`config.mk`:
```
export PLATFORM = sky130hd
export DESIGN_NAME = amc_mailbox
export DESIGN_NICKNAME = d
export VERILOG_FILES = /design/src/amc_pkg.sv /design/src/amc_srv_if.sv /design/src/amc_mailbox.sv /design/src/amc_conn_timer.sv
export SDC_FILE = /design/constraint.sdc
export NUM_CORES = 1
export LEC_CHECK = 0
export BUFFER_PORTS_ARGS = -buffer_cell sky130_fd_sc_hd__buf_4
export CAP_MARGIN = 10
export CORE_AREA = 4 4 171 173
export CTS_BUF_LIST = sky130_fd_sc_hd__clkbuf_2
export DETAILED_ROUTE_END_ITERATION = 16
export DIE_AREA = 0 0 175 177
export PLACE_DENSITY_LB_ADDON = 0.08
export SYNTH_ARGS = -nofsm -noshare
export SYNTH_HDL_FRONTEND = slang
export SYNTH_SLANG_ARGS = --single-unit
```
`constraint.sdc`:
```
create_clock -name ref_clk -period 3 [get_ports ref_clk]
set_input_delay 0.15 -clock ref_clk [delete_from_list [all_inputs] [get_ports ref_clk]]
set_output_delay 0.15 -clock ref_clk [all_outputs]
set_load 0.03 [all_outputs]
```
`src/amc_pkg.sv`:
```
// Shared constants and types for the relationship event and server configuration mailbox
package amc_pkg;

  // Clock and one-second prescale
  localparam int unsigned CLK_PERIOD_NS = 4;
  localparam int unsigned SECOND_NS     = 1_000_000_000;
  localparam int unsigned SEC_CYCLES    = SECOND_NS / CLK_PERIOD_NS;
  localparam int          PRESCALE_W    = 28;

  // Command codes
  localparam logic [15:0] CMD_REL_ABORT_IND   = 16'h0118;
  localparam logic [15:0] CMD_REL_OFFLINE_IND = 16'h0119;
  localparam logic [15:0] CMD_CONN_TIMEOUT    = 16'h0020;
  localparam logic [15:0] CMD_SERVER_DISABLE  = 16'h0021;

  // Message information words
  localparam logic [15:0] MSG_INFO_IND = 16'h4002;
  localparam logic [15:0] MSG_INFO_RSP = 16'h0002;
  localparam logic [15:0] MSG_INFO_ERR = 16'h8002;

  // Data sizes in bytes
  localparam logic [15:0] SIZE_NONE    = 16'h0000;
  localparam logic [15:0] SIZE_TIMEOUT = 16'h0002;

  // Extended header layout
  localparam int          EXT_WORDS      = 8;
  localparam int          EXT_HANDLE_IDX = 0;
  localparam int          EXT_REASON_IDX = 1;
  localparam logic [15:0] EXT_UNUSED     = 16'h0000;

  // Advanced mode configuration word: relationship information enable bit
  localparam int ADV_REL_INFO_BIT = 0;

  // Reason code range, with one named example
  localparam logic [15:0] REASON_MIN       = 16'h0003;
  localparam logic [15:0] REASON_MAX       = 16'h0020;
  localparam logic [15:0] REASON_LINK_DOWN = 16'h001B;

  // Connection timeout in seconds
  localparam logic [15:0] TIMEOUT_OFF       = 16'h0000;
  localparam logic [15:0] TIMEOUT_MIN_S     = 16'h000A;
  localparam logic [15:0] TIMEOUT_DEFAULT_S = 16'h003C;

  // Reset values
  localparam logic [15:0] MSG_ID_RESET = 16'h0000;
  localparam logic [15:0] WORD_ZERO    = 16'h0000;

  typedef enum {
    AMC_IND_IDLE,
    AMC_IND_SEND
  } amc_ind_state_t;

endpackage

```
`src/amc_srv_if.sv`:
```
// Signals between the mailbox control logic and the connection idle timer
`timescale 1ns/1ps
interface amc_srv_if;
  logic [15:0] timeout_s;
  logic        server_en;
  logic        conn_open;
  logic        conn_request;
  logic        conn_close;

  modport ctrl (
    output timeout_s,
    output server_en,
    output conn_open,
    output conn_request,
    input  conn_close
  );

  modport timer (
    input  timeout_s,
    input  server_en,
    input  conn_open,
    input  conn_request,
    output conn_close
  );
endinterface

```
`src/amc_mailbox.sv`:
```
// Relationship abort and offline indications, and server configuration commands
`timescale 1ns/1ps

// Notes on behaviour
// - Abort sends 0118h, info 4002h, size zero
// - Extended word1 handle, word2 abort reason
// - Indications only when relationship info enabled
// - Reason codes span 3 through 32
// - Offline sends 0119h with handle and reason
// - Accept timeout command 0020h, size 0002h
// - Close connections idle beyond the timeout
// - Zero disables timeout; 10-65535 are seconds
// - Default connection timeout is sixty seconds
// - Timeout response echoes the data word
// - Command 0021h disables server, empty response
module amc_mailbox #(
  parameter int unsigned TICKS_PER_SEC = amc_pkg::SEC_CYCLES
) (
  // Clock and reset
  input  wire logic                                ref_clk,
  input  wire logic                                reset_n,
  // Configuration
  input  wire logic [15:0]                         advanced_mode_config_word,
  input  wire logic                                init_done,
  // Relationship events
  input  wire logic                                abort_event,
  input  wire logic [15:0]                         abort_handle,
  input  wire logic [15:0]                         abort_reason,
  input  wire logic                                offline_event,
  input  wire logic [15:0]                         offline_handle,
  input  wire logic [15:0]                         offline_reason,
  // Indication messages to the host
  output logic                                     ind_valid,
  input  wire logic                                ind_ready,
  output logic [15:0]                              ind_id,
  output logic [15:0]                              ind_info,
  output logic [15:0]                              ind_cmd,
  output logic [15:0]                              ind_size,
  output logic [amc_pkg::EXT_WORDS-1:0][15:0]      ind_ext,
  // Commands from the host
  input  wire logic                                cmd_valid,
  output logic                                     cmd_ready,
  input  wire logic [15:0]                         cmd_id,
  input  wire logic [15:0]                         cmd_code,
  input  wire logic [15:0]                         cmd_size,
  input  wire logic [15:0]                         cmd_data,
  // Responses to the host
  output logic                                     rsp_valid,
  input  wire logic                                rsp_ready,
  output logic [15:0]                              rsp_id,
  output logic [15:0]                              rsp_info,
  output logic [15:0]                              rsp_code,
  output logic [15:0]                              rsp_size,
  output logic [15:0]                              rsp_data,
  // Server connection
  output logic                                     server_enable,
  output logic [15:0]                              timeout_value,
  input  wire logic                                conn_open,
  input  wire logic                                conn_request,
  output logic                                     conn_close
);
  import amc_pkg::*;

  amc_srv_if srv ();

  amc_ind_state_t             ind_state_q;
  logic                       rel_info_en;
  logic                       abort_ok;
  logic                       offline_ok;
  logic                       abort_pend_q;
  logic [15:0]                abort_h_q;
  logic [15:0]                abort_r_q;
  logic                       offline_pend_q;
  logic [15:0]                offline_h_q;
  logic [15:0]                offline_r_q;
  logic                       load_abort;
  logic                       load_offline;
  logic                       ind_valid_q;
  logic [15:0]                ind_id_q;
  logic [15:0]                msg_id_q;
  logic [15:0]                ind_cmd_q;
  logic [EXT_WORDS-1:0][15:0] ind_ext_q;
  logic                       cmd_take;
  logic                       cmd_ready_q;
  logic                       rsp_valid_q;
  logic [15:0]                rsp_id_q;
  logic [15:0]                rsp_info_q;
  logic [15:0]                rsp_code_q;
  logic [15:0]                rsp_size_q;
  logic [15:0]                rsp_data_q;
  logic                       dec_err;
  logic                       dec_set_timeout;
  logic                       dec_disable;
  logic [15:0]                dec_size;
  logic [15:0]                dec_data;
  logic [15:0]                timeout_q;
  logic                       server_en_q;

  // Event qualification
  assign rel_info_en = advanced_mode_config_word[ADV_REL_INFO_BIT];
  // Out-of-range reasons are dropped rather than sent as a code the host cannot decode
  assign abort_ok    = abort_event && rel_info_en &&
                       abort_reason >= REASON_MIN && abort_reason <= REASON_MAX;
  assign offline_ok  = offline_event && rel_info_en &&
                       offline_reason >= REASON_MIN && offline_reason <= REASON_MAX;

  // Abort has priority when both are waiting
  assign load_abort   = (ind_state_q == AMC_IND_IDLE) && abort_pend_q;
  assign load_offline = (ind_state_q == AMC_IND_IDLE) && !abort_pend_q && offline_pend_q;

  // One pending slot per kind; a fresh event in the load cycle wins over the clear
  always_ff @(posedge ref_clk or negedge reset_n) begin
    if (!reset_n) begin
      abort_pend_q <= 1'b0;
      abort_h_q    <= WORD_ZERO;
      abort_r_q    <= WORD_ZERO;
    end else if (abort_ok) begin
      abort_pend_q <= 1'b1;
      abort_h_q    <= abort_handle;
      abort_r_q    <= abort_reason;
    end else if (load_abort) begin
      abort_pend_q <= 1'b0;
    end
  end

  always_ff @(posedge ref_clk or negedge reset_n) begin
    if (!reset_n) begin
      offline_pend_q <= 1'b0;
      offline_h_q    <= WORD_ZERO;
      offline_r_q    <= WORD_ZERO;
    end else if (offline_ok) begin
      offline_pend_q <= 1'b1;
      offline_h_q    <= offline_handle;
      offline_r_q    <= offline_reason;
    end else if (load_offline) begin
      offline_pend_q <= 1'b0;
    end
  end

  // Indication sender; no answer is awaited after the hand-off
  always_ff @(posedge ref_clk or negedge reset_n) begin
    if (!reset_n) begin
      ind_state_q <= AMC_IND_IDLE;
      ind_valid_q <= 1'b0;
      ind_id_q    <= MSG_ID_RESET;
      msg_id_q    <= MSG_ID_RESET;
      ind_cmd_q   <= WORD_ZERO;
      ind_ext_q   <= '0;
    end else begin
      case (ind_state_q)
        AMC_IND_IDLE: begin
          if (load_abort || load_offline) begin
            ind_state_q <= AMC_IND_SEND;
            ind_valid_q <= 1'b1;
            ind_id_q    <= msg_id_q;
            msg_id_q    <= msg_id_q + 16'h0001;
            for (int i = 0; i < EXT_WORDS; i++) begin
              ind_ext_q[i] <= EXT_UNUSED;
            end
            if (load_abort) begin
              ind_cmd_q                 <= CMD_REL_ABORT_IND;
              ind_ext_q[EXT_HANDLE_IDX] <= abort_h_q;
              ind_ext_q[EXT_REASON_IDX] <= abort_r_q;
            end else begin
              ind_cmd_q                 <= CMD_REL_OFFLINE_IND;
              ind_ext_q[EXT_HANDLE_IDX] <= offline_h_q;
              ind_ext_q[EXT_REASON_IDX] <= offline_r_q;
            end
          end
        end
        AMC_IND_SEND: begin
          if (ind_ready) begin
            ind_state_q <= AMC_IND_IDLE;
            ind_valid_q <= 1'b0;
          end
        end
        default: begin
          ind_state_q <= AMC_IND_IDLE;
          ind_valid_q <= 1'b0;
        end
      endcase
    end
  end

  // Command decode
  assign cmd_take = cmd_valid && cmd_ready_q;

  always_comb begin
    dec_err         = 1'b1;
    dec_set_timeout = 1'b0;
    dec_disable     = 1'b0;
    dec_size        = SIZE_NONE;
    dec_data        = WORD_ZERO;
    case (cmd_code)
      CMD_CONN_TIMEOUT: begin
        dec_size = SIZE_TIMEOUT;
        dec_data = cmd_data;
        // Late or short-timeout commands are refused, nothing is applied
        dec_err  = init_done || (cmd_size != SIZE_TIMEOUT) ||
                   (cmd_data != TIMEOUT_OFF && cmd_data < TIMEOUT_MIN_S);
        dec_set_timeout = !dec_err;
      end
      CMD_SERVER_DISABLE: begin
        dec_err     = init_done || (cmd_size != SIZE_NONE);
        dec_disable = !dec_err;
      end
      default: begin
        dec_err = 1'b1;
      end
    endcase
  end

  // Configuration state applied by accepted commands
  always_ff @(posedge ref_clk or negedge reset_n) begin
    if (!reset_n) begin
      timeout_q <= TIMEOUT_DEFAULT_S;
    end else if (cmd_take && dec_set_timeout) begin
      timeout_q <= cmd_data;
    end
  end

  always_ff @(posedge ref_clk or negedge reset_n) begin
    if (!reset_n) begin
      server_en_q <= 1'b1;
    end else if (cmd_take && dec_disable) begin
      server_en_q <= 1'b0;
    end
  end

  // One command in flight: the next is taken only after the response leaves
  always_ff @(posedge ref_clk or negedge reset_n) begin
    if (!reset_n) begin
      cmd_ready_q <= 1'b1;
      rsp_valid_q <= 1'b0;
      rsp_id_q    <= WORD_ZERO;
      rsp_info_q  <= WORD_ZERO;
      rsp_code_q  <= WORD_ZERO;
      rsp_size_q  <= WORD_ZERO;
      rsp_data_q  <= WORD_ZERO;
    end else if (cmd_take) begin
      cmd_ready_q <= 1'b0;
      rsp_valid_q <= 1'b1;
      rsp_id_q    <= cmd_id;
      rsp_info_q  <= dec_err ? MSG_INFO_ERR : MSG_INFO_RSP;
      rsp_code_q  <= cmd_code;
      rsp_size_q  <= dec_size;
      rsp_data_q  <= dec_data;
    end else if (rsp_valid_q && rsp_ready) begin
      cmd_ready_q <= 1'b1;
      rsp_valid_q <= 1'b0;
    end
  end

  // Server link to the idle timer
  assign srv.timeout_s    = timeout_q;
  assign srv.server_en    = server_en_q;
  assign srv.conn_open    = conn_open;
  assign srv.conn_request = conn_request;

  amc_conn_timer #(
    .TICKS_PER_SEC (TICKS_PER_SEC)
  ) u_conn_timer (
    .ref_clk (ref_clk),
    .reset_n (reset_n),
    .srv     (srv.timer)
  );

  // Outputs
  assign ind_valid     = ind_valid_q;
  assign ind_id        = ind_id_q;
  assign ind_info      = MSG_INFO_IND;
  assign ind_cmd       = ind_cmd_q;
  assign ind_size      = SIZE_NONE;
  assign ind_ext       = ind_ext_q;
  assign cmd_ready     = cmd_ready_q;
  assign rsp_valid     = rsp_valid_q;
  assign rsp_id        = rsp_id_q;
  assign rsp_info      = rsp_info_q;
  assign rsp_code      = rsp_code_q;
  assign rsp_size      = rsp_size_q;
  assign rsp_data      = rsp_data_q;
  assign server_enable = server_en_q;
  assign timeout_value = timeout_q;
  assign conn_close    = srv.conn_close;

endmodule // amc_mailbox

```
`src/amc_conn_timer.sv`:
```
// Idle timer that shuts down an established server connection
`timescale 1ns/1ps
module amc_conn_timer #(
  parameter int unsigned TICKS_PER_SEC = amc_pkg::SEC_CYCLES
) (
  // Clock and reset
  input wire logic ref_clk,
  input wire logic reset_n,
  // Timer side of the server link
  amc_srv_if.timer srv
);
  import amc_pkg::*;

  localparam logic [PRESCALE_W-1:0] PRE_LAST = PRESCALE_W'(TICKS_PER_SEC - 1);

  logic [PRESCALE_W-1:0] pre_q;
  logic [15:0]           idle_q;
  logic                  tick;
  logic                  closed_q;
  logic                  close_q;

  assign tick = (pre_q == PRE_LAST);

  // Idle seconds since the last request; a request restarts the count
  always_ff @(posedge ref_clk or negedge reset_n) begin
    if (!reset_n) begin
      pre_q  <= '0;
      idle_q <= WORD_ZERO;
    end else if (!srv.conn_open || srv.conn_request) begin
      pre_q  <= '0;
      idle_q <= WORD_ZERO;
    end else if (tick) begin
      pre_q  <= '0;
      // Saturate so a very long idle spell cannot wrap and look fresh
      if (idle_q != '1) begin
        idle_q <= idle_q + 16'h0001;
      end
    end else begin
      pre_q <= pre_q + PRESCALE_W'(1);
    end
  end

  // One close pulse per connection; the stack drops conn_open afterwards
  always_ff @(posedge ref_clk or negedge reset_n) begin
    if (!reset_n) begin
      close_q  <= 1'b0;
      closed_q <= 1'b0;
    end else begin
      close_q <= 1'b0;
      if (!srv.conn_open) begin
        closed_q <= 1'b0;
      end else if (!closed_q && !srv.conn_request) begin
        if (!srv.server_en) begin
          close_q  <= 1'b1;
          closed_q <= 1'b1;
        end else if (srv.timeout_s != TIMEOUT_OFF && tick && idle_q >= srv.timeout_s) begin
          close_q  <= 1'b1;
          closed_q <= 1'b1;
        end
      end
    end
  end

  assign srv.conn_close = close_q;

endmodule // amc_conn_timer

```
== Yosys cells after proc, flatten, opt, wreduce, memory -nomap -nowiden ==
Cells that the tools add are included.
Storage, ports and cells
  register bits: 324
Operators by class
  equal/unequal tests: 10
  magnitude comparators: 6
  mux-type cells: 35
  reductions and logical operators: 42
  add/sub/neg operators: 3
Operator list (number)
  $mux 32: 3
  $mux 16: 5
  $logic_not 32->1: 2
  $pmux 32 s2: 1
  $mux 28: 2
  $reduce_bool 16->1: 3
  $add 16x1->16 const B: 2
  $eq 16x6->1 const B: 2
  $eq 32x1->1 const B: 1
  $ge 16x2->1 const B: 2
  $le 16x6->1 const B: 2
  $add 28x1->28 const B: 1
  $eq 28x28->1 const B: 1
  $mux 1: 21
  $logic_and 1x1->1: 17
  $ge 16x16->1: 1
  $lt 16x4->1 const B: 1
  $ne 16x16->1 const B: 1
  $ne 16x2->1 const B: 1
  $reduce_bool 2->1: 5
  $reduce_and 2->1: 4
  $logic_not 1->1: 6
  $logic_or 1x1->1: 5
  $ne 2x2->1 const B: 2
  other kinds (4): 5

== Longest topological paths before layout ==
  word-level depth: 7
  gate-level depth with buffers: 8
  mapped depth without buffers: 7

== Hierarchy ==
A second synthesis with hierarchy kept.
Second synthesis, totals
  cell total of the unflattened synthesis: 1097
  area, all modules: 12172.9 µm²
Modules (own cells, without submodules)
  amc_mailbox: seq. area each 5087.4 µm², cells each 776, area an instance 9258.9 µm², times used 1
  amc_conn_timer: seq. area each 1151.1 µm², cells each 321, area an instance 2914.0 µm², times used 1

== Least setup slack after synthesis ==
Ideal clock, no wire load.
  path type: register -> register
  start point: register cmd_ready_q, in the netlist cmd_ready
  end point: register timeout_q[10], in the netlist timeout_value[10]
  stages on the path, launching flop included: 8
  arrival time: 2185 ps
  slack: 690 ps
  cells stage by stage: dfstp_2 and2_1 buf_2 nand3_1 nor3_4 o2111ai_4 buf_6 mux2_4
On the way
  word-level cells in the longest chain between the ends: 2
Ends and longest elaborated chain
  start, declared: line amc_mailbox.sv:84  | logic cmd_ready_q;
  start signal, assigned: line amc_mailbox.sv:233  | cmd_ready_q <= 1'b1;
  start signal, assigned: line amc_mailbox.sv:241  | cmd_ready_q <= 1'b0;
  start signal, assigned: line amc_mailbox.sv:249  | cmd_ready_q <= 1'b1;
  $logic_and 1x1->1: line amc_mailbox.sv:186  | assign cmd_take = cmd_valid && cmd_ready_q;
  $logic_and 1x1->1: line amc_mailbox.sv:217  | end else if (cmd_take && dec_set_timeout) begin
  end signal, assigned: line amc_mailbox.sv:218  | timeout_q <= cmd_data;
  end, declared: line amc_mailbox.sv:96  | logic [15:0] timeout_q;
Every way passes these cells.
A chain may end at the register's enable or synchronous reset.

== Worst setup path after layout ==
  start point: input port cmd_code[8]
  end point: register rsp_data_q[4], in the netlist rsp_data[4]
On the way
  word-level cells in the longest chain between the ends: 2
Ends and longest elaborated chain
  start, declared: line amc_mailbox.sv:44  | input wire logic [15:0] cmd_code,
  $eq 16x6->1: line amc_mailbox.sv:194  | case (cmd_code)
  $mux 16: line amc_mailbox.sv:194
  end signal, assigned: line amc_mailbox.sv:247  | rsp_data_q <= dec_data;
  end, declared: line amc_mailbox.sv:90  | logic [15:0] rsp_data_q;
Every way passes these cells.

==> key figures <==
Timing
  • RSZ-0062 raised after global routing: no
  • Tcrit/Tclk final: 99.6%
  • Final-report max-slew violation count: 0
  • Relative slew slack: 35.1%
  • Final min period: 2.99 ns
  • F_max: 335 MHz
  • Setup TNS: 0 ns
  • Setup violators final: 0
  • Hold Vio Cnt, Final: 0
  • Clock skew: 0.0616 ns
  • Worst-Margin Slew: 0.973 ns

Placed design
  • DP Wirelength: 20800 um
  • Final GP Congestion: 0.767
  • IO buf count: 262

Hold path
  • Hold Path Class: in -> reg

Clock tree
  • CTS buffer count: 69
  • Post-CTS Setup Bufs: 0
  • Clk_lat worst skew: 0.77 ns
  • Clock buffer depth: 3
  • CTS tree: done
  • Clock Root Buffer: clkbuf_2
  • Sink Count: 249
  • Htree depth: 3
  • Clk slew on worst S/H paths: 0.09 ns

Power and ir drop
  • Worst VDD drop: 0.435 mV
  • Pleak: 8.30 nW
  • Combinational Power Share: 23.8%
  • Total Power: 8.17 mW
  • Net Sw Power: 2.78 mW
  • Sequential share of power: 46.4%
  • Sw Share: 34.0%
  • Pwr dens: 516 nW/um2
  • Pint: 5.39 mW
  • Clk pwr share: 29.8%

Yosys
  • Mapped Cells: 1092
  • Ys flop type: dfrtp_1
  • Syn Area/Cell: 11.2 um2
  • Post-synthesis adder-cell area fraction: 1.95%
  • Library cells used by synthesis: 59
  • Synth area leaders: dfrtp_1 50%, buf_4 11%, mux2_2 7.8%
  • Commonest cells post-synth: 243 x dfrtp_1, 171 x buf_4, 111 x nand2_1
  • Area leader, netlist: dfrtp_1
  • EDFF count, synth: 0
  • Compound-gate portion of the synthesized area: 6.25%
  • Async set-or-reset flop fraction in the synthesized netlist: 100%
  • Mapped cell area: 12200 um2
  • Largest family of logic cells by synthesized area: simple AND/OR/NAND/NOR gates
  • Simple-gate area share of the yosys netlist: 13.4%
  • Xor/xnor share of the synthesized area: 2.80%
  • Area share of the largest cell type after synthesis: 49.9%
  • Yosys reg bits: 249
  • Register area share after synthesis: 51.2%
  • Synthesis Warnings: 0
  • Proportion of synthesized area in mux cells: 11.7%
  • Most frequent cell after synthesis: dfrtp_1

Worst setup path
  • WS Path Type: in -> reg
  • Worst EP arrival: 3.72 ns
  • Req. time, crit path: 3.73 ns
  • Nature of the critical path startpoint: input pin
  • Worst-path fanout max: 17
  • CP Capture Type: flop

Routing
  • Vias per cell: 4.65
  • TritonRoute pass-1 iters: 5
  • Final ANT Viol Nets: 0
  • Final wirelength: 30700 um
  • Drt initial violations: 356
  • Residual DRC: 0
  • Routed wire length per instance: 15.8 um
  • Vias: 9055

Global routing
  • GRT Residual Overflow: 0
  • Vias in the first global route: 9263
  • First-pass GRT wire length: 48700 um
  • Initial antenna violation count: 2
  • Largest net degree at the start of global routing: 85
  • Total track usage: 19.4%

Floorplanning
  • Starting density of the core: 44.1%
  • Core Area: 27600 um2
  • Top Ports: 447
  • Row count: 61
  • Die X: 175 um
  • Die Span Y: 177 um
  • DIE AREA: 31000 um2

Cells and area
  • Final nets: 1692
  • Layout area overhead: 29.8%
  • Fraction of layout cells with a size suffix above 1: 32.3%

Job
  • Max-capacitance violation count: 0

Status
  • Status: completed
-- per-layer routing --
metal	wire, um	track usage [%]	up-vias
met5	0	0	-
met2	15200	32.2	282
met4	580	6.25	0
met1	12900	24.8	4391
li1	-	-	4334
met3	2040	5.38	48
-- state kept, by name (all words and copies together) (netlist names), 2 cells and up --
register and flops:
rsp_code 16, msg_id_q 16, ind_cmd 2, rsp_data 16, offline_h_q 16, u_conn_timer.pre_q 28, rsp_info 2, u_conn_timer.idle_q 16
abort_r_q 16, abort_h_q 16, timeout_value 16, ind_ext 32, ind_id 16, offline_r_q 16, rsp_id 16
-- path summary, 6_finish.rpt --
path                                                to        start  slack [ns]  cells after the start
worst max register to register             rsp_data[4]    cmd_ready        0.27                      7
max in group asynchronous        u_conn_timer.pre_q[2]      reset_n        1.92                      4
worst min register to register               ind_id[5]    ind_id[5]        0.48                      2
worst max-delay path                       rsp_data[4]  cmd_code[8]        0.01                      9
min in group asynchronous       u_conn_timer.idle_q[1]      reset_n        0.44                      3
worst min-delay path                         rsp_id[5]    cmd_id[5]        0.12                      3
-- per-stage QoR --
stage                     cell area (um2)  hold WS (ns)  worst slack (ns)  util (%)  instances
after detailed placement            14000         0.233             0.575      50.5       1704
after global placement              14000         0.225             0.587      50.5       1704
after CTS                           15800       0.00508             0.124      57.2       1946
after global routing                15800        0.0113          0.000830      57.3       1948
after floorplan                     12800        -0.146             0.690         -       1259
final                               15800         0.116            0.0107      57.3       1948
-- cell families (layout without fill, tap and decap cells) --
kind of cell / Yosys count / count (layout)
compound gates: 111 / 111
mux: 127 / 127
flops: 249 / 249
xor+xnor: 39 / 39
simple gates: 312 / 312
fa+ha+maj: 19 / 19
buf+inv: 233 / 542
other cells: 2 / 171
-- power by group through the flow --
stage | Sequential [mW] | Clock, mW | Combinational [mW]
floorplan | 4.33 | 0 | 0.763
global placement | 3.85 | 0 | 1.82
detailed placement | 3.86 | 0 | 1.83
CTS | 3.79 | 2.55 | 1.95
global route | 3.82 | 2.74 | 2.05
finish | 3.79 | 2.43 | 1.94
-- cells in the final DEF (no fill, tap or decap), types with 27 or more instances in the layout --
| cell | synthesis | routed |
|---|---|---|
| and2_1 | 27 | 27 |
| buf_4 | 171 | 273 |
| clkbuf_2 | 0 | 106 |
| conb_1 | 2 | 169 |
| dfrtp_1 | 243 | 243 |
| dlygate4sd3_1 | 0 | 121 |
| mux2_2 | 84 | 84 |
| mux2i_1 | 34 | 34 |
| nand2_1 | 111 | 110 |
| nand3_1 | 29 | 29 |
| nor2_1 | 37 | 37 |
| o21ai_0 | 47 | 46 |
-- critical path: stages --
cell and delay, ns:
dlygate4sd3_1 0.55, buf_4 0.14, or4_4 0.51, dlygate4sd3_1 0.61, nor3_4 0.27, dlygate4sd3_1 0.61
buf_6 0.19, a22o_1 0.14, dlygate4sd3_1 0.54
-- final cells by class --
type	instances	area, um2
clock buffers	106	531
well taps	378	473
multi-input cells	777	5040
diodes	2	5.00
flip-flops and latches	249	6240
clock inverters	14	88.8
fillers	2472	11800
repair buffers	399	3350
inverters	23	86.3
-- repair_timing --
action / in CTS / in global routing
gates resized for setup: 0 / 1
setup endpoints to repair: 0 / 9
hold buffers: 122 / 0
endpoints found under the hold margin: 383 / 0
(Power assumes the default switching activity.)
